===== config.mk =====
export PLATFORM = sky130hd
export DESIGN_NAME = fpc_core
export DESIGN_NICKNAME = d
export VERILOG_FILES = /design/src/fpc_pkg.sv /design/src/fpc_core.sv /design/src/fpc_classify.sv
export SDC_FILE = /design/constraint.sdc
export NUM_CORES = 1
export LEC_CHECK = 0
export ABC_AREA = 1
export BUFFER_PORTS_ARGS = -buffer_cell sky130_fd_sc_hd__clkbuf_2
export CORE_AREA = 2 2 122 124
export CTS_CLUSTER_SIZE = 8
export DETAILED_ROUTE_END_ITERATION = 16
export DIE_AREA = 0 0 124 126
export PLACE_DENSITY = 0.83
export SYNTH_ARGS = -nofsm -noshare
export SYNTH_HDL_FRONTEND = slang
export SYNTH_SLANG_ARGS = --single-unit

===== constraint.sdc =====
create_clock -name clk_in -period 6.6 [get_ports clk_in]
set_input_delay 0 -clock clk_in [delete_from_list [all_inputs] [get_ports clk_in]]
set_output_delay 0 -clock clk_in [all_outputs]
set_load 0.1 [all_outputs]

===== src/fpc_pkg.sv =====
// package of formats, class codes and operations for the single precision classifier
package fpc_pkg;

  // ----------------------------------------------------------------------------
  // word layout
  // ----------------------------------------------------------------------------
  localparam int          FPC_WORD_W  = 32;        // single precision word width
  localparam int          FPC_EXP_W   = 8;         // biased exponent width
  localparam int          FPC_FRAC_W  = 23;        // stored fraction width
  localparam int          FPC_SIG_W   = 24;        // significand with integer bit
  localparam int          FPC_SIGN_B  = 31;        // sign bit position
  localparam int          FPC_EXP_HI  = 30;        // exponent top bit
  localparam int          FPC_EXP_LO  = 23;        // exponent low bit
  localparam int          FPC_FRAC_HI = 22;        // fraction top bit (quiet bit)
  localparam int          FPC_TEXP_W  = 10;        // signed true exponent width

  // ----------------------------------------------------------------------------
  // exponent constants
  // ----------------------------------------------------------------------------
  localparam logic [7:0]  FPC_EXP_ZERO = 8'h00;     // zero or denormal
  localparam logic [7:0]  FPC_EXP_MAX  = 8'hFF;     // infinity or nan (255)
  localparam logic [7:0]  FPC_EXP_NMAX = 8'hFE;     // largest normal (254)
  localparam logic [7:0]  FPC_EXP_NMIN = 8'h01;     // smallest normal (1)
  localparam logic signed [9:0] FPC_BIAS     = 10'sd127;  // exponent bias
  localparam logic signed [9:0] FPC_TEXP_MIN = -10'sd126; // least normal true exponent
  localparam logic signed [9:0] FPC_TEXP_MAX = 10'sd127;  // largest normal true exponent
  localparam logic        FPC_POS      = 1'b0;      // positive sign
  localparam logic        FPC_NEG      = 1'b1;      // negative sign

  // ----------------------------------------------------------------------------
  // one-hot class codes
  // ----------------------------------------------------------------------------
  localparam int          FPC_CLS_W    = 6;
  localparam logic [5:0]  FPC_CLS_ZERO = 6'h01;     // signed zero
  localparam logic [5:0]  FPC_CLS_DEN  = 6'h02;     // denormal
  localparam logic [5:0]  FPC_CLS_NORM = 6'h04;     // normal finite
  localparam logic [5:0]  FPC_CLS_INF  = 6'h08;     // signed infinity
  localparam logic [5:0]  FPC_CLS_QNAN = 6'h10;     // quiet nan
  localparam logic [5:0]  FPC_CLS_SNAN = 6'h20;     // signaling nan

  // ----------------------------------------------------------------------------
  // operations
  // ----------------------------------------------------------------------------
  typedef enum logic [1:0] {
    FPC_OP_PACK = 2'b00,   // normalize and encode a raw result
    FPC_OP_CMP  = 2'b01,   // compare a against b
    FPC_OP_PASS = 2'b11,   // unary pass of a (nan quieting)
    FPC_OP_NONE = 2'b10    // idle
  } fpc_op_t;

  // zero result sign under each rounding mode
  typedef enum logic [1:0] {
    FPC_RM_NEAR = 2'b00,
    FPC_RM_DOWN = 2'b01,
    FPC_RM_UP   = 2'b10,
    FPC_RM_ZERO = 2'b11
  } fpc_rm_t;

endpackage : fpc_pkg


===== src/fpc_core.sv =====
// single precision classify, compare, normalize and encode datapath
`timescale 1ns/100ps

// Contract
// - value is sign, exponent, significand; 1 negative
// - 32-bit word, exponent bias 127
// - integer bit implied, not stored
// - normalize left, exponent down per shift
// - biased 1..254 is normal finite
// - exponent zero, fraction nonzero is denormal
// - below -126 shift right to -126
// - all bits shifted out gives zero
// - normalize whenever exponent range permits
// - denormal result raises underflow
// - denormal source raises denormal-operand
// - plus and minus zero compare equal
// - zero sign from operation and rounding
// - infinity is exponent 255, fraction zero
// - infinities ordered affinely around finites
// - infinities exact; invalid only when misused
// - exponent too large overflows to infinity
// - nan is max exponent, nonzero fraction
// - quiet bit set qnan, clear snan
// - qnan passes quietly; snan raises invalid
// - never produce an snan result
// - quieting sets top fraction bit only
module fpc_core #(
  parameter int WORD_W = 32,   // single precision word
  parameter int SIG_W  = 24,   // raw significand width incl. integer bit
  parameter int TEXP_W = 10    // raw signed true exponent width
) (
  // clock and reset
  input  wire logic                          clk_in,
  input  wire logic                          rst_n_in,
  // operation request
  input  wire logic                          valid_in,
  input  wire logic [1:0]                    op_in,
  input  wire logic [1:0]                    rmode_in,
  input  wire logic                          inv_mask_in,
  // operands
  input  wire logic [WORD_W-1:0]             opa_in,
  input  wire logic [WORD_W-1:0]             opb_in,
  // raw result to be normalized and encoded
  input  wire logic                          raw_sign_in,
  input  wire logic signed [TEXP_W-1:0]      raw_exp_in,
  input  wire logic [SIG_W-1:0]              raw_sig_in,
  input  wire logic                          raw_zero_sub_in,
  // operand class, registered one cycle after presentation
  output logic [fpc_pkg::FPC_CLS_W-1:0]      cls_a_out,
  output logic                               sign_a_out,
  output logic [fpc_pkg::FPC_CLS_W-1:0]      cls_b_out,
  output logic                               sign_b_out,
  // registered result
  output logic                               res_valid_out,
  output logic [WORD_W-1:0]                  res_out,
  output logic                               lt_out,
  output logic                               eq_out,
  output logic                               gt_out,
  output logic                               unord_out,
  // registered exception indications, one-cycle pulses
  output logic                               flag_uflow_out,
  output logic                               flag_oflow_out,
  output logic                               flag_denorm_out,
  output logic                               flag_inv_out,
  output logic                               trap_inv_out
);

  // ----------------------------------------------------------------------------
  // operand classification
  // ----------------------------------------------------------------------------
  logic [fpc_pkg::FPC_CLS_W-1:0] cls_a_w;   // class of a
  logic [fpc_pkg::FPC_CLS_W-1:0] cls_b_w;   // class of b
  logic                          sgn_a_w;   // sign of a
  logic                          sgn_b_w;   // sign of b

  fpc_classify #(.WORD_W(WORD_W)) u_cls_a (
    .opnd_in  (opa_in),
    .cls_out  (cls_a_w),
    .sign_out (sgn_a_w)
  );

  fpc_classify #(.WORD_W(WORD_W)) u_cls_b (
    .opnd_in  (opb_in),
    .cls_out  (cls_b_w),
    .sign_out (sgn_b_w)
  );

  // class outputs registered each edge from the presented operands
  always_ff @(posedge clk_in) begin
    if (!rst_n_in) begin
      cls_a_out  <= '0;
      sign_a_out <= fpc_pkg::FPC_POS;
      cls_b_out  <= '0;
      sign_b_out <= fpc_pkg::FPC_POS;
    end else begin
      cls_a_out  <= cls_a_w;
      sign_a_out <= sgn_a_w;
      cls_b_out  <= cls_b_w;
      sign_b_out <= sgn_b_w;
    end
  end

  logic nan_a_w;    // a is any nan
  logic nan_b_w;    // b is any nan
  logic snan_w;     // an snan operand takes part
  logic den_src_w;  // a denormal operand takes part
  logic inf_a_w;    // a is infinite
  logic inf_b_w;    // b is infinite

  assign nan_a_w = |(cls_a_w & (fpc_pkg::FPC_CLS_QNAN | fpc_pkg::FPC_CLS_SNAN));
  assign nan_b_w = |(cls_b_w & (fpc_pkg::FPC_CLS_QNAN | fpc_pkg::FPC_CLS_SNAN));
  assign inf_a_w = |(cls_a_w & fpc_pkg::FPC_CLS_INF);
  assign inf_b_w = |(cls_b_w & fpc_pkg::FPC_CLS_INF);

  // ----------------------------------------------------------------------------
  // comparison (affine, signed zeros equal)
  // ----------------------------------------------------------------------------
  logic [WORD_W-2:0] mag_a_w;   // magnitude of a
  logic [WORD_W-2:0] mag_b_w;   // magnitude of b
  logic              both_z_w;  // both are zeros of any sign
  logic              c_lt_w;    // a below b
  logic              c_eq_w;    // a equal to b

  assign mag_a_w  = opa_in[WORD_W-2:0];
  assign mag_b_w  = opb_in[WORD_W-2:0];
  assign both_z_w = (mag_a_w == '0) && (mag_b_w == '0);

  // magnitude order works for infinities too, so they sit beyond every finite
  always_comb begin
    c_eq_w = both_z_w || (opa_in == opb_in);
    if (c_eq_w) begin
      c_lt_w = 1'b0;
    end else if (sgn_a_w != sgn_b_w) begin
      c_lt_w = (sgn_a_w == fpc_pkg::FPC_NEG);
    end else if (sgn_a_w == fpc_pkg::FPC_NEG) begin
      c_lt_w = (mag_a_w > mag_b_w);
    end else begin
      c_lt_w = (mag_a_w < mag_b_w);
    end
  end

  // ----------------------------------------------------------------------------
  // normalize raw result
  // ----------------------------------------------------------------------------
  localparam int LZ_W = $clog2(SIG_W + 1);

  logic [LZ_W-1:0]          lz_w;      // leading zeros of raw significand
  logic                     rz_w;      // raw significand all zero
  logic signed [TEXP_W+1:0] nexp_w;    // exponent after left normalize
  logic [SIG_W-1:0]         nsig_w;    // left normalized significand
  logic signed [TEXP_W+1:0] sh_r_w;    // right shift for gradual underflow
  logic [SIG_W-1:0]         dsig_w;    // denormalized significand
  logic [WORD_W-1:0]        pack_w;    // encoded result
  logic                     pk_uf_w;   // denormal result created
  logic                     pk_of_w;   // overflow to infinity
  logic                     zsign_w;   // sign of an exact zero result
  logic [fpc_pkg::FPC_EXP_W-1:0] bexp_w; // biased exponent

  // leading zero count, integer bit at the top of the raw significand
  always_comb begin
    lz_w = LZ_W'(SIG_W);
    for (int i = 0; i < SIG_W; i++) begin
      if (raw_sig_in[i]) begin
        lz_w = LZ_W'(SIG_W - 1 - i);
      end
    end
  end

  assign rz_w   = (raw_sig_in == '0);
  assign nsig_w = raw_sig_in << lz_w;
  assign nexp_w = (TEXP_W+2)'(raw_exp_in) - (TEXP_W+2)'(signed'({1'b0, lz_w}));
  assign sh_r_w = (TEXP_W+2)'(fpc_pkg::FPC_TEXP_MIN) - nexp_w;
  assign dsig_w = (sh_r_w >= (TEXP_W+2)'(SIG_W)) ? '0 : (nsig_w >> sh_r_w);
  assign bexp_w = fpc_pkg::FPC_EXP_W'(nexp_w + (TEXP_W+2)'(fpc_pkg::FPC_BIAS));

  // exact zero sign: equal opposite sum is minus only when rounding down
  always_comb begin
    if (raw_zero_sub_in) begin
      zsign_w = (fpc_pkg::fpc_rm_t'(rmode_in) == fpc_pkg::FPC_RM_DOWN) ? fpc_pkg::FPC_NEG
                                                                       : fpc_pkg::FPC_POS;
    end else begin
      zsign_w = raw_sign_in;
    end
  end

  // encode: zero, denormal, normal or overflow
  always_comb begin
    pk_uf_w = 1'b0;
    pk_of_w = 1'b0;
    if (rz_w) begin
      pack_w = {zsign_w, {(WORD_W-1){1'b0}}};
    end else if (nexp_w > (TEXP_W+2)'(fpc_pkg::FPC_TEXP_MAX)) begin
      pk_of_w = 1'b1;
      pack_w  = {raw_sign_in, fpc_pkg::FPC_EXP_MAX, {fpc_pkg::FPC_FRAC_W{1'b0}}};
    end else if (nexp_w < (TEXP_W+2)'(fpc_pkg::FPC_TEXP_MIN)) begin
      pk_uf_w = (dsig_w != '0);
      // integer bit of a denormal is zero; exponent field zero
      pack_w  = {raw_sign_in, fpc_pkg::FPC_EXP_ZERO,
                 dsig_w[fpc_pkg::FPC_FRAC_W-1:0]};
    end else begin
      // integer bit dropped, implied in the encoding
      pack_w = {raw_sign_in, bexp_w, nsig_w[SIG_W-2:SIG_W-1-fpc_pkg::FPC_FRAC_W]};
    end
  end

  // ----------------------------------------------------------------------------
  // nan handling for compare and pass
  // ----------------------------------------------------------------------------
  logic [WORD_W-1:0] quiet_a_w;  // a with quiet bit forced
  logic              inv_w;      // invalid operation this request
  logic [1:0]        op_q_w;     // current operation code

  assign op_q_w    = op_in;
  assign quiet_a_w = opa_in | (WORD_W'(1) << fpc_pkg::FPC_FRAC_HI);
  assign snan_w    = |((cls_a_w | ((op_q_w == fpc_pkg::FPC_OP_CMP) ? cls_b_w : '0))
                       & fpc_pkg::FPC_CLS_SNAN);
  assign den_src_w = |((cls_a_w | ((op_q_w == fpc_pkg::FPC_OP_CMP) ? cls_b_w : '0))
                       & fpc_pkg::FPC_CLS_DEN);

  // qnan propagates quietly; snan flags invalid; infinities alone never do
  assign inv_w = snan_w;

  // ----------------------------------------------------------------------------
  // result register
  // ----------------------------------------------------------------------------
  always_ff @(posedge clk_in) begin
    if (!rst_n_in) begin
      res_valid_out <= 1'b0;
      res_out       <= '0;
      lt_out        <= 1'b0;
      eq_out        <= 1'b0;
      gt_out        <= 1'b0;
      unord_out     <= 1'b0;
    end else begin
      res_valid_out <= valid_in && (op_q_w != fpc_pkg::FPC_OP_NONE);
      lt_out        <= 1'b0;
      eq_out        <= 1'b0;
      gt_out        <= 1'b0;
      unord_out     <= 1'b0;
      if (valid_in) begin
        case (fpc_pkg::fpc_op_t'(op_q_w))
          fpc_pkg::FPC_OP_PACK: begin
            res_out <= pack_w;
          end
          fpc_pkg::FPC_OP_CMP: begin
            res_out <= '0;
            if (nan_a_w || nan_b_w) begin
              unord_out <= 1'b1;
            end else begin
              lt_out <= c_lt_w;
              eq_out <= c_eq_w;
              gt_out <= !c_lt_w && !c_eq_w;
            end
          end
          fpc_pkg::FPC_OP_PASS: begin
            // snan leaves only as its quiet form; infinities pass exactly
            res_out <= nan_a_w ? quiet_a_w : opa_in;
          end
          default: begin
            res_out <= res_out;
          end
        endcase
      end
    end
  end

  // ----------------------------------------------------------------------------
  // exception indications
  // ----------------------------------------------------------------------------
  always_ff @(posedge clk_in) begin
    if (!rst_n_in) begin
      flag_uflow_out  <= 1'b0;
      flag_oflow_out  <= 1'b0;
      flag_denorm_out <= 1'b0;
      flag_inv_out    <= 1'b0;
      trap_inv_out    <= 1'b0;
    end else begin
      flag_uflow_out  <= valid_in && (op_q_w == fpc_pkg::FPC_OP_PACK) && pk_uf_w;
      flag_oflow_out  <= valid_in && (op_q_w == fpc_pkg::FPC_OP_PACK) && pk_of_w;
      flag_denorm_out <= valid_in && (op_q_w != fpc_pkg::FPC_OP_PACK)
                         && (op_q_w != fpc_pkg::FPC_OP_NONE) && den_src_w;
      flag_inv_out    <= valid_in && (op_q_w != fpc_pkg::FPC_OP_PACK)
                         && (op_q_w != fpc_pkg::FPC_OP_NONE) && inv_w;
      trap_inv_out    <= valid_in && (op_q_w != fpc_pkg::FPC_OP_PACK)
                         && (op_q_w != fpc_pkg::FPC_OP_NONE) && inv_w
                         && !inv_mask_in;
    end
  end

  // unused infinity terms kept for readability of the compare path
  logic unused_w;
  assign unused_w = inf_a_w ^ inf_b_w ^ fpc_pkg::FPC_EXP_NMAX[0] ^ fpc_pkg::FPC_EXP_NMIN[0];

endmodule : fpc_core


===== src/fpc_classify.sv =====
// combinational classifier for one single precision operand
`timescale 1ns/100ps

module fpc_classify #(
  parameter int WORD_W = 32
) (
  // operand
  input  wire logic [WORD_W-1:0]          opnd_in,
  // class and sign
  output logic [fpc_pkg::FPC_CLS_W-1:0]   cls_out,
  output logic                            sign_out
);

  logic [fpc_pkg::FPC_EXP_W-1:0]  exp_w;   // biased exponent field
  logic [fpc_pkg::FPC_FRAC_W-1:0] frac_w;  // fraction field
  logic                           fz_w;    // fraction is all zero

  // ----------------------------------------------------------------------------
  // field split
  // ----------------------------------------------------------------------------
  assign exp_w  = opnd_in[fpc_pkg::FPC_EXP_HI:fpc_pkg::FPC_EXP_LO];
  assign frac_w = opnd_in[fpc_pkg::FPC_FRAC_HI:0];
  assign fz_w   = (frac_w == '0);

  // sign is reported as seen; nan class ignores it
  assign sign_out = opnd_in[fpc_pkg::FPC_SIGN_B];

  // class decode by exponent and fraction
  always_comb begin
    if (exp_w == fpc_pkg::FPC_EXP_ZERO) begin
      cls_out = fz_w ? fpc_pkg::FPC_CLS_ZERO : fpc_pkg::FPC_CLS_DEN;
    end else if (exp_w == fpc_pkg::FPC_EXP_MAX) begin
      if (fz_w) begin
        cls_out = fpc_pkg::FPC_CLS_INF;
      end else if (frac_w[fpc_pkg::FPC_FRAC_HI]) begin
        cls_out = fpc_pkg::FPC_CLS_QNAN;
      end else begin
        cls_out = fpc_pkg::FPC_CLS_SNAN;
      end
    end else begin
      cls_out = fpc_pkg::FPC_CLS_NORM;
    end
  end

endmodule : fpc_classify


==> summary.md, run 1 <==
| Metric | Value |
|---|---|
| Most frequent cells in the layout | `nand3_1, nand2_1, clkbuf_2, inv_1, a21oi_1` |
| Final Wtd Congestion | `1.04` |
| Final Non-Filler Cells | `1532` |
| Longest Clk Path Bufs | `2` |
| Fill count | `1450` |
| Fraction of layout cells with a size suffix above 1 | `16.8%` |
| Max stage delay on crit path | `0.41 ns` |
| Routed vias | `9236` |
| Syn Area/Cell | `5.75 sq um` |
| Htree depth | `2` |
| Min Clock Period, post-route | `5.42 ns` |
| First-pass GRT wire length | `39400 um` |
| Core area | `0.0143 sq mm` |
| Fin util | `56.4%` |
| Synth top area share | `19.0%` |
| Crit Path Max Fanout | `40` |
| Ant. Diodes | `0` |
| CP Capture Point | `flag_uflow_out` |
| Router iterations before antenna repair | `6` |
| # nets final | `1495` |
| Sequential share of the synthesized area | `15.9%` |
| Fmax | `0.184 GHz` |
| Iter 0 DRT Violations | `1363` |
| Initial antenna violation count | `0` |
| Worst VDD drop | `0.140 mV` |
| Total GRT Usage | `30.9%` |
| CTS tree | `built` |
| Pwr/cell area | `195 mW/mm^2` |
| PortBufs | `163` |
| Worst Setup End Kind | `register` |
| Die Y | `126 um` |
| Syn Inst Count | `1224` |
| Final wirelength | `24900 um` |
| Std cell rows | `44` |
| Worst R2R Path Depth | `2` |
| Wire per inst | `16.3 um` |
| Most common cell after layout, fill and taps aside | `nand3_1` |
| Final worst setup slack | `1.18 ns` |
| Root Buffer | `clkbuf_16` |
| GRT overflow | `0` |
| Wire length on met3 | `2620 um` |
| Avg Vias per Cell | `6.03` |
| DRC violations left | `0` |
| Syn Nets | `1372` |
| Clk sink count | `56` |
| Most frequent CP cell | `nand2_1` |
| Boundary Pins | `164` |
| Metal-1 WL | `9690 um` |
| DP HPWL | `19600 um` |
| Clk_skew | `0 ns` |
| Area contributors post-synth | `nand3_1, dfxtp_1, nand2_1, a21oi_1, ha_1` |
| Worst Hold Class | `input port to register` |
| Placed cell count | `1520` |
| Initial Util | `49.2%` |
| Vias in the first global route | `8178` |
| Reg2reg start | `res_out[15]` |
| Max-cap violation count | `0` |
| Setup_tns | `0 ns` |
| RSZ-0062 raised after global routing | `no` |
| Antenna-violating nets left | `0` |
| Final setup fails | `0` |
| Uppermost routed layer | `met4` |
| Critical R2R Capture | `res_out[15]` |
| Setup Buffers After CTS | `0` |
| Flop-to-flop setup slack | `5.89 ns` |
| Crit path from | `raw_sig_in[2]` |
| Area of the die | `0.0156 sq mm` |
| CTS Buf Count | `5` |
| Critical path class | `input port to register` |
| Post-Syn Area | `0.00704 sq mm` |
| Status | `finished, final reports clean` |
| Worst-Skew Late Latency | `0.29 ns` |
| Final Hold Vio Count | `0` |
| Post-CTS Resized | `0` |
| Synth unique cells | `51` |
| CP Data Required Time | `6.80 ns` |
| CP Data Arrival Time | `5.63 ns` |
| Clock transition at the registers of the reported paths | `0.07 ns` |
| Register bit total from synthesis | `56` |
| CP max-delay cell | `fa_1` |
| Area delta synth->final | `14.6%` |
| Met2 wire length | `11400 um` |
| Measured slew at the worst slew-check pin | `1.24 ns` |
| Die Wd | `124 um` |
| Slew Limit Headroom | `17.5%` |
| Tcrit/Tclk final | `82.2%` |
| Largest net degree at the start of global routing | `41` |
| Post-synth top area cell | `nand3_1` |
| Leakage power | `4.11 nW` |
| Cts hold-fix bufs | `4` |
| YS warnings | `0` |
| Dpl ws | `1.00 ns` |
| Slew Limit Fails | `0` |
| Worst Setup Start Kind | `input port` |
-- where the power goes --
part / internal [mW] / total [mW] / switching, mW
registers: 0.355 / 0.365 / 0.0102
logic: 0.255 / 0.930 / 0.675
clock network: 0.144 / 0.274 / 0.131
-- metal layers --
layer / vias to the layer above / global-route usage [%]
met5: - / 0
met1: 4104 / 39.1
met4: 0 / 13.9
met2: 575 / 51.3
met3: 99 / 4.80
li1: 4458 / -
-- final cells by class --
type,count,area (sq um),area share [%]
multi-input cells,972,5130,63.6
flip-flops and latches,56,1120,13.9
repair buffers,177,931,11.5
inverters,135,507,6.28
well taps,184,230,2.85
clock buffers,5,125,1.55
clock inverters,3,26.3,0.326
-- flip-flops by register name (all words and copies together), names as in the netlist --
register,cells
res_out,32
cls_a_out,6
cls_b_out,6
eq_out,1
flag_denorm_out,1
flag_inv_out,1
flag_oflow_out,1
flag_uflow_out,1
gt_out,1
lt_out,1
res_valid_out,1
sign_a_out,1
sign_b_out,1
trap_inv_out,1
unord_out,1
-- Yosys cell counts (all sizes together) --
| library cell | n |
|---|---|
| xor2 | 11 |
| buf | 31 |
| nand3 | 271 |
| o21bai | 2 |
| o311ai | 2 |
| o21ai | 72 |
| nand2 | 261 |
| o2111ai | 2 |
| o211ai | 8 |
| o22ai | 1 |
| nand4 | 42 |
| xnor2 | 4 |
| nor4 | 21 |
| nand3b | 2 |
| dfxtp | 56 |
| o31ai | 2 |
| nor3 | 12 |
| ha | 39 |
| or4 | 1 |
| a31oi | 2 |
| clkinv | 5 |
| a211o | 5 |
| a211oi | 4 |
| and2 | 3 |
| fa | 1 |
| nor2 | 78 |
| clkbuf | 30 |
| or2 | 4 |
| inv | 130 |
| a21oi | 122 |
-- logic make-up after synthesis --
kind of cell	Yosys count	share of synthesized area, %
DFF	56	15.9
AOI/OAI and AO/OA	222	17.7
xor gates and xnor gates	15	1.97
adders and majority gates	40	7.22
and+or+nand+nor	695	45.8
buffers and inverters	196	11.4
-- worst max-delay path, delay by kind of cell --
family                   cells  cell delay (ns)
AND/OR/NAND/NOR             35             2.91
adder cells (fa/ha/maj)      2             0.72
buffers and inverters        7             0.77
AO/OA/AOI/OAI                5             0.90
XOR/XNOR                     1             0.29
-- through the flow --
| step | power, mW | instance area (sq um) | hold slack (ns) |
|---|---|---|---|
| floorplan | 1.05 | 7040 | 0.0780 |
| global placement | 1.27 | 7880 | 0.186 |
| detailed placement | 1.27 | 7880 | 0.182 |
| CTS | 1.55 | 8070 | 0.000575 |
| global route | 1.67 | 8070 | 0.0200 |
| finish | 1.57 | 8070 | 0.0123 |
-- worst min path at each step --
stage | startpoint | end | slack, ns | cells after the start
2_1_floorplan | opb_in[22] | cls_b_out[5] | 0.08 | 1
3_3_place_gp | inv_mask_in | trap_inv_out | 0.19 | 2
3_5_place_dp | inv_mask_in | trap_inv_out | 0.18 | 2
4_1_cts | opb_in[31] | lt_out | 0.0006 | 4
5_1_grt | opa_in[31] | sign_a_out | 0.02 | 3
6_report | opb_in[31] | lt_out | 0.01 | 4
No activity file was read; power rests on OpenSTA's default activity.
==> run 2: changes to the inputs <==
--- a/config.mk
+++ b/config.mk
@@ -11,7 +11,7 @@
 export CTS_CLUSTER_SIZE = 8
 export DETAILED_ROUTE_END_ITERATION = 16
 export DIE_AREA = 0 0 124 126
-export PLACE_DENSITY = 0.83
+export PLACE_DENSITY = 0.86
 export SYNTH_ARGS = -nofsm -noshare
 export SYNTH_HDL_FRONTEND = slang
 export SYNTH_SLANG_ARGS = --single-unit
==> constraint.sdc (replaced) <==
create_clock -name clk_in -period 4.8 [get_ports clk_in]
set_input_delay 0 -clock clk_in [delete_from_list [all_inputs] [get_ports clk_in]]
set_output_delay 0 -clock clk_in [all_outputs]
set_load 0.1 [all_outputs]
==> run 2 against run 1 <==
  * Wire length up 9.7%
  * Combinational power rose by 55%
  * Global-route usage rose by 1.8 points
  * Sequential share of layout area shrank 0.98 points
  * Critical path type unchanged
  * Critical path depth fell by 7
  * Register-to-register slack got worse by 1.8 ns
  * Critical endpoint unchanged
  * Highest routed layer unchanged
  * Cell count rose by 2.3%
  * Worst setup slack got worse by 0.94 ns
  * Sequential cell count did not move
==> summary.md, run 2 (synthesis results as in run 1) <==
| Metric | Value |
|---|---|
| Longest Clk Path Bufs | `2` |
| Most frequent cells in the layout | `nand3_1, nand2_1, clkbuf_2, inv_1, a21oi_1` |
| Slew Limit Headroom | `37.3%` |
| Die Wd | `124 um` |
| RSZ-0062 raised after global routing | `yes` |
| Die Y | `126 um` |
| Ant. Diodes | `0` |
| Largest reg by FF count | `res_out` |
| Final Wtd Congestion | `0.987` |
| CTS tree | `built` |
| Total GRT Usage | `32.7%` |
| CTS Buf Count | `5` |
| Vias in the first global route | `8491` |
| Core area | `0.0143 sq mm` |
| Std cell rows | `44` |
| Initial Util | `49.2%` |
| Measured slew at the worst slew-check pin | `0.939 ns` |
| Wire per inst | `17.4 um` |
| Router iterations before antenna repair | `7` |
| Avg Vias per Cell | `6.09` |
| Initial antenna violation count | `0` |
| Most common cell after layout, fill and taps aside | `nand3_1` |
| Slew Limit Fails | `0` |
| Clk_skew | `0 ns` |
| Root Buffer | `clkbuf_16` |
| Final Hold Vio Count | `0` |
| Worst VDD drop | `0.204 mV` |
| Setup_tns | `0 ns` |
| Pwr/cell area | `266 mW/mm^2` |
| DP HPWL | `20800 um` |
| CP Data Arrival Time | `4.80 ns` |
| Htree depth | `2` |
| Min Clock Period, post-route | `4.56 ns` |
| Antenna-violating nets left | `0` |
| Clk sink count | `56` |
| Worst Hold Class | `input port to register` |
| Max FFs per register | `32` |
| Fin util | `60.7%` |
| Pwr Total | `2.31 mW` |
| First-pass GRT wire length | `41600 um` |
| Critical path class | `input port to register` |
| DRC violations left | `0` |
| Fraction of layout cells with a size suffix above 1 | `22.8%` |
| Worst Setup Start Kind | `input port` |
| # nets final | `1531` |
| Max stage delay on crit path | `0.30 ns` |
| Area of the die | `0.0156 sq mm` |
| Boundary Pins | `164` |
| Iter 0 DRT Violations | `1393` |
| Delay-heaviest family, CP | `simple AND/OR/NAND/NOR gates` |
| Area delta synth->final | `23.3%` |
| Design area | `0.00868 sq mm` |
| Routed vias | `9551` |
| Leakage power | `4.37 nW` |
| Max-cap violation count | `0` |
| Crit Path Max Fanout | `6` |
| Tcrit/Tclk final | `95.1%` |
| Final setup fails | `0` |
| Post-Place Cell Area | `0.00803 sq mm` |
| PortBufs | `163` |
| CP Data Required Time | `5.04 ns` |
| Worst-Skew Late Latency | `0.28 ns` |
| Largest registers | `res_out x32, cls_a_out x6, cls_b_out x6` |
| Clock transition at the registers of the reported paths | `0.08 ns` |
| Final wirelength | `27300 um` |
| Status | `finished, final reports clean` |
| GRT overflow | `0` |
| Largest net degree at the start of global routing | `40` |
| Fmax | `0.219 GHz` |
| CP max-delay cell | `o311ai_1` |
| CP Buf/Inv Count | `9` |
| Worst Setup End Kind | `register` |
| Fill count | `1364` |
==> run 2: cell count changes in the layout (fill, tap and decap cells not counted), sizes merged <==
cell         before  now
buf              10   42
clkbuf          168  171
clkinvlp          2    1
dlygate4sd3       4    5
inv             131  132
==> run 2: power breakdown <==
group	switching, mW	internal [mW]
combinational	1.02	0.422
sequential	0.0132	0.488
clock	0.175	0.198
total	1.20	1.11
==> run 2: worst register-to-register path, stage by stage (launching register included) <==
cell and delay, ns:
dfxtp_1 0.34, o21ai_0 0.23, a21oi_2 0.05
==> run 2: final cells by class <==
type / count / area [sq um] / area share, %
timing repair buffer: 213 / 1300 / 15.0
clock buffer: 5 / 125 / 1.44
sequential: 56 / 1120 / 12.9
multi-input combinational: 972 / 5370 / 61.9
tap: 184 / 230 / 2.65
clock inverter: 3 / 27.5 / 0.317
inverter: 135 / 507 / 5.84
==> run 2: routing by layer <==
layer	vias to the layer above	wire [um]	share of wire, %	GRT usage [%]
li1	4532	-	-	-
met1	4294	10700	39	41.9
met2	608	12800	47	54.4
met3	117	2550	9.3	3.67
met4	0	1210	4.4	15.2
met5	-	0	0	0
==> run 2: repair_timing <==
item	4_1_cts	5_1_grt
endpoints found under the setup margin	0	24
hold endpoints to repair	6	0
gates resized for setup	0	66
setup buffers	0	11
hold buffers	5	0
==> run 2: worst paths after layout <==
path,endpoint,from,slack [ns],cells past startpoint
setup / recovery,flag_uflow_out,raw_sig_in[0],0.24,43
hold / removal,cls_a_out[3],opa_in[27],0.02,3
setup reg to reg,res_out[3],res_out[3],4.06,2
hold reg to reg,res_out[15],res_out[15],0.55,2
==> run 2: metrics by stage <==
step	hold slack (ns)	setup slack (ns)	std cells
global placement	0.197	0.0572	1539
detailed placement	0.205	-0.0328	1539
global route	0.0376	-0.217	1568
floorplan	0.0780	0.429	1224
finish	0.0234	0.236	1568
CTS	0.00200	0.270	1552
==> run 3: changes to the inputs <==
--- a/config.mk
+++ b/config.mk
@@ -12,6 +12,7 @@
 export DETAILED_ROUTE_END_ITERATION = 16
 export DIE_AREA = 0 0 124 126
 export PLACE_DENSITY = 0.86
+export SKIP_CTS_REPAIR_TIMING = 1
 export SYNTH_ARGS = -nofsm -noshare
 export SYNTH_HDL_FRONTEND = slang
 export SYNTH_SLANG_ARGS = --single-unit
==> constraint.sdc (replaced) <==
create_clock -name clk_in -period 4.8 [get_ports clk_in]
set_input_delay 0.24 -clock clk_in [delete_from_list [all_inputs] [get_ports clk_in]]
set_output_delay 0.24 -clock clk_in [all_outputs]
set_load 0.1 [all_outputs]
==> run 3 against run 2 <==
  * The flow now finishes with violations (negative setup slack)
  * Non-clock buffer count grew 25
  * Register-to-register slack gained 0.04 ns
  * Worst setup slack lost 0.25 ns
  * Clock power is essentially flat
  * Maximum frequency shrank 5.1%
  * Final area grew 3.5%
  * Sequential share of layout area shrank 0.44 points
  * Highest routed layer unchanged
  * Count of clock-buffer cells in the layout is the same
  * Global-route usage grew 0.21 points
  * Wire length grew 0.72%
==> summary.md, run 3 (synthesis results as in run 1) <==
| Metric | Value |
|---|---|
| Ant. Diodes | `0` |
| Area delta synth->final | `27.7%` |
| Flop-to-flop setup slack | `4.10 ns` |
| Slew Limit Headroom | `37.0%` |
| Longest Clk Path Bufs | `2` |
| Final Hold Vio Count | `0` |
| Worst Setup End Kind | `register` |
| Wire per inst | `17.3 um` |
| Antenna-violating nets left | `0` |
| Root Buffer | `clkbuf_16` |
| Core area | `0.0143 sq mm` |
| Total GRT Usage | `32.9%` |
| RSZ-0062 raised after global routing | `yes` |
| Clk sink count | `56` |
| Area of the die | `0.0156 sq mm` |
| Boundary Pins | `164` |
| Final worst setup slack | `-0.00910 ns` |
| Routed vias | `9626` |
| Max FFs per register | `32` |
| Critical R2R Capture | `res_out[3]` |
| Std cell rows | `44` |
| Most frequent cells in the layout | `nand2_1, nand3_1, clkbuf_2, inv_1, a21oi_1` |
| Min Clock Period, post-route | `4.81 ns` |
| Dpl ws | `-0.204 ns` |
| Htree depth | `2` |
| Fmax | `0.208 GHz` |
| Failing checks | `negative setup slack` |
| Initial antenna violation count | `0` |
| Max stage delay on crit path | `0.29 ns` |
| Slew Limit Fails | `0` |
| # nets final | `1556` |
| PortBufs | `163` |
| Most common cell after layout, fill and taps aside | `nand2_1` |
| CTS Buf Count | `5` |
| Fin util | `62.8%` |
| Clock transition at the registers of the reported paths | `0.07 ns` |
| Largest registers | `res_out x32, cls_a_out x6, cls_b_out x6` |
| Leakage power | `4.52 nW` |
| Worst Hold Class | `input port to register` |
| Reg2reg start | `res_out[3]` |
| Pwr/cell area | `264 mW/mm^2` |
| Fraction of layout cells with a size suffix above 1 | `26.8%` |
| Avg Vias per Cell | `6.04` |
| Vias in the first global route | `8552` |
| CP Data Arrival Time | `5.05 ns` |
| Initial Util | `49.2%` |
| Hold Path Stages | `2` |
| Measured slew at the worst slew-check pin | `0.944 ns` |
| HP Start | `inv_mask_in` |
| CP Data Required Time | `5.04 ns` |
| Worst-Skew Late Latency | `0.29 ns` |
| Worst R2R Path Depth | `2` |
| Worst VDD drop | `0.173 mV` |
| CP max-delay cell | `o311ai_4` |
| Tcrit/Tclk final | `100%` |
| Most frequent CP cell | `nand3_1` |
| Die Wd | `124 um` |
| Crit path from | `raw_sig_in[2]` |
| DP HPWL | `21200 um` |
| GRT overflow | `0` |
| DRC violations left | `0` |
| Largest net degree at the start of global routing | `40` |
| Clk_skew | `0 ns` |
| Final wirelength | `27500 um` |
| Final Wtd Congestion | `1.01` |
| Critical path class | `input port to register` |
| CTS tree | `built` |
| Worst Setup Start Kind | `input port` |
| Router iterations before antenna repair | `8` |
| Iter 0 DRT Violations | `1082` |
| Hold EP | `trap_inv_out` |
| Die Y | `126 um` |
| Max-cap violation count | `0` |
| First-pass GRT wire length | `41900 um` |
| Final setup fails | `1` |
| Status | `finished with violations` |
| Crit Path Max Fanout | `8` |
| Largest reg by FF count | `res_out` |
## run 3: changes by cell type in the layout (fill, tap and decap cells not counted), moves of 2 or more
cell and change:
a21oi_1 -3, a21oi_2 +3, buf_12 -2, buf_4 +28
buf_6 +6, clkbuf_2 -2, dlygate4sd3_1 -5, nand2_1 -9
nand2_2 +10, nand3_1 -17, nand3_2 +18, o21ai_0 -3
## run 3: report_power, final
group	switching (mW)	total, mW	internal [mW]
combinational	1.04	1.50	0.459
sequential	0.0136	0.502	0.488
clock	0.176	0.374	0.198
## run 3: metal layers
| layer | wire [um] | vias up | track usage [%] |
|---|---|---|---|
| met4 | 1150 | 0 | 11.9 |
| met5 | 0 | - | 0 |
| met2 | 13200 | 566 | 56.8 |
| met3 | 2180 | 102 | 2.94 |
| li1 | - | 4582 | - |
| met1 | 11000 | 4376 | 42.3 |
## run 3: layout make-up
class,count,area [sq um]
multi-input combinational,972,5510
fill,1393,5330
timing repair buffer,238,1470
sequential,56,1120
inverter,135,509
tap,184,230
clock buffer,5,125
clock inverter,3,27.5
## run 3: how the worst max path moves through the flow
stage	to	cells past startpoint
finish	flag_uflow_out	43
global route	flag_uflow_out	52
CTS	flag_uflow_out	51
detailed placement	flag_uflow_out	51
global placement	flag_uflow_out	49
floorplan	flag_uflow_out	52
## run 3: worst max-delay path, delay by kind of cell
family / cells / cell delay (ns)
AO/OA/AOI/OAI: 7 / 1.20
adder cells (fa/ha/maj): 1 / 0.27
buffers and inverters: 10 / 0.98
AND/OR/NAND/NOR: 25 / 2.33
## run 3: per-stage QoR
step                      std cells  power (mW)  setup TNS (ns)  hold slack (ns)  cell area, sq um
after detailed placement       1576        1.84           -2.29            0.437              8310
after global routing           1593        2.51           -6.33            0.119              8990
final                          1593        2.37        -0.00910            0.125              8990
after CTS                      1584        2.21               0            0.125              8460
after floorplan                1224        1.45               0            0.318              7040
after global placement         1576        1.84          -0.606            0.437              8310
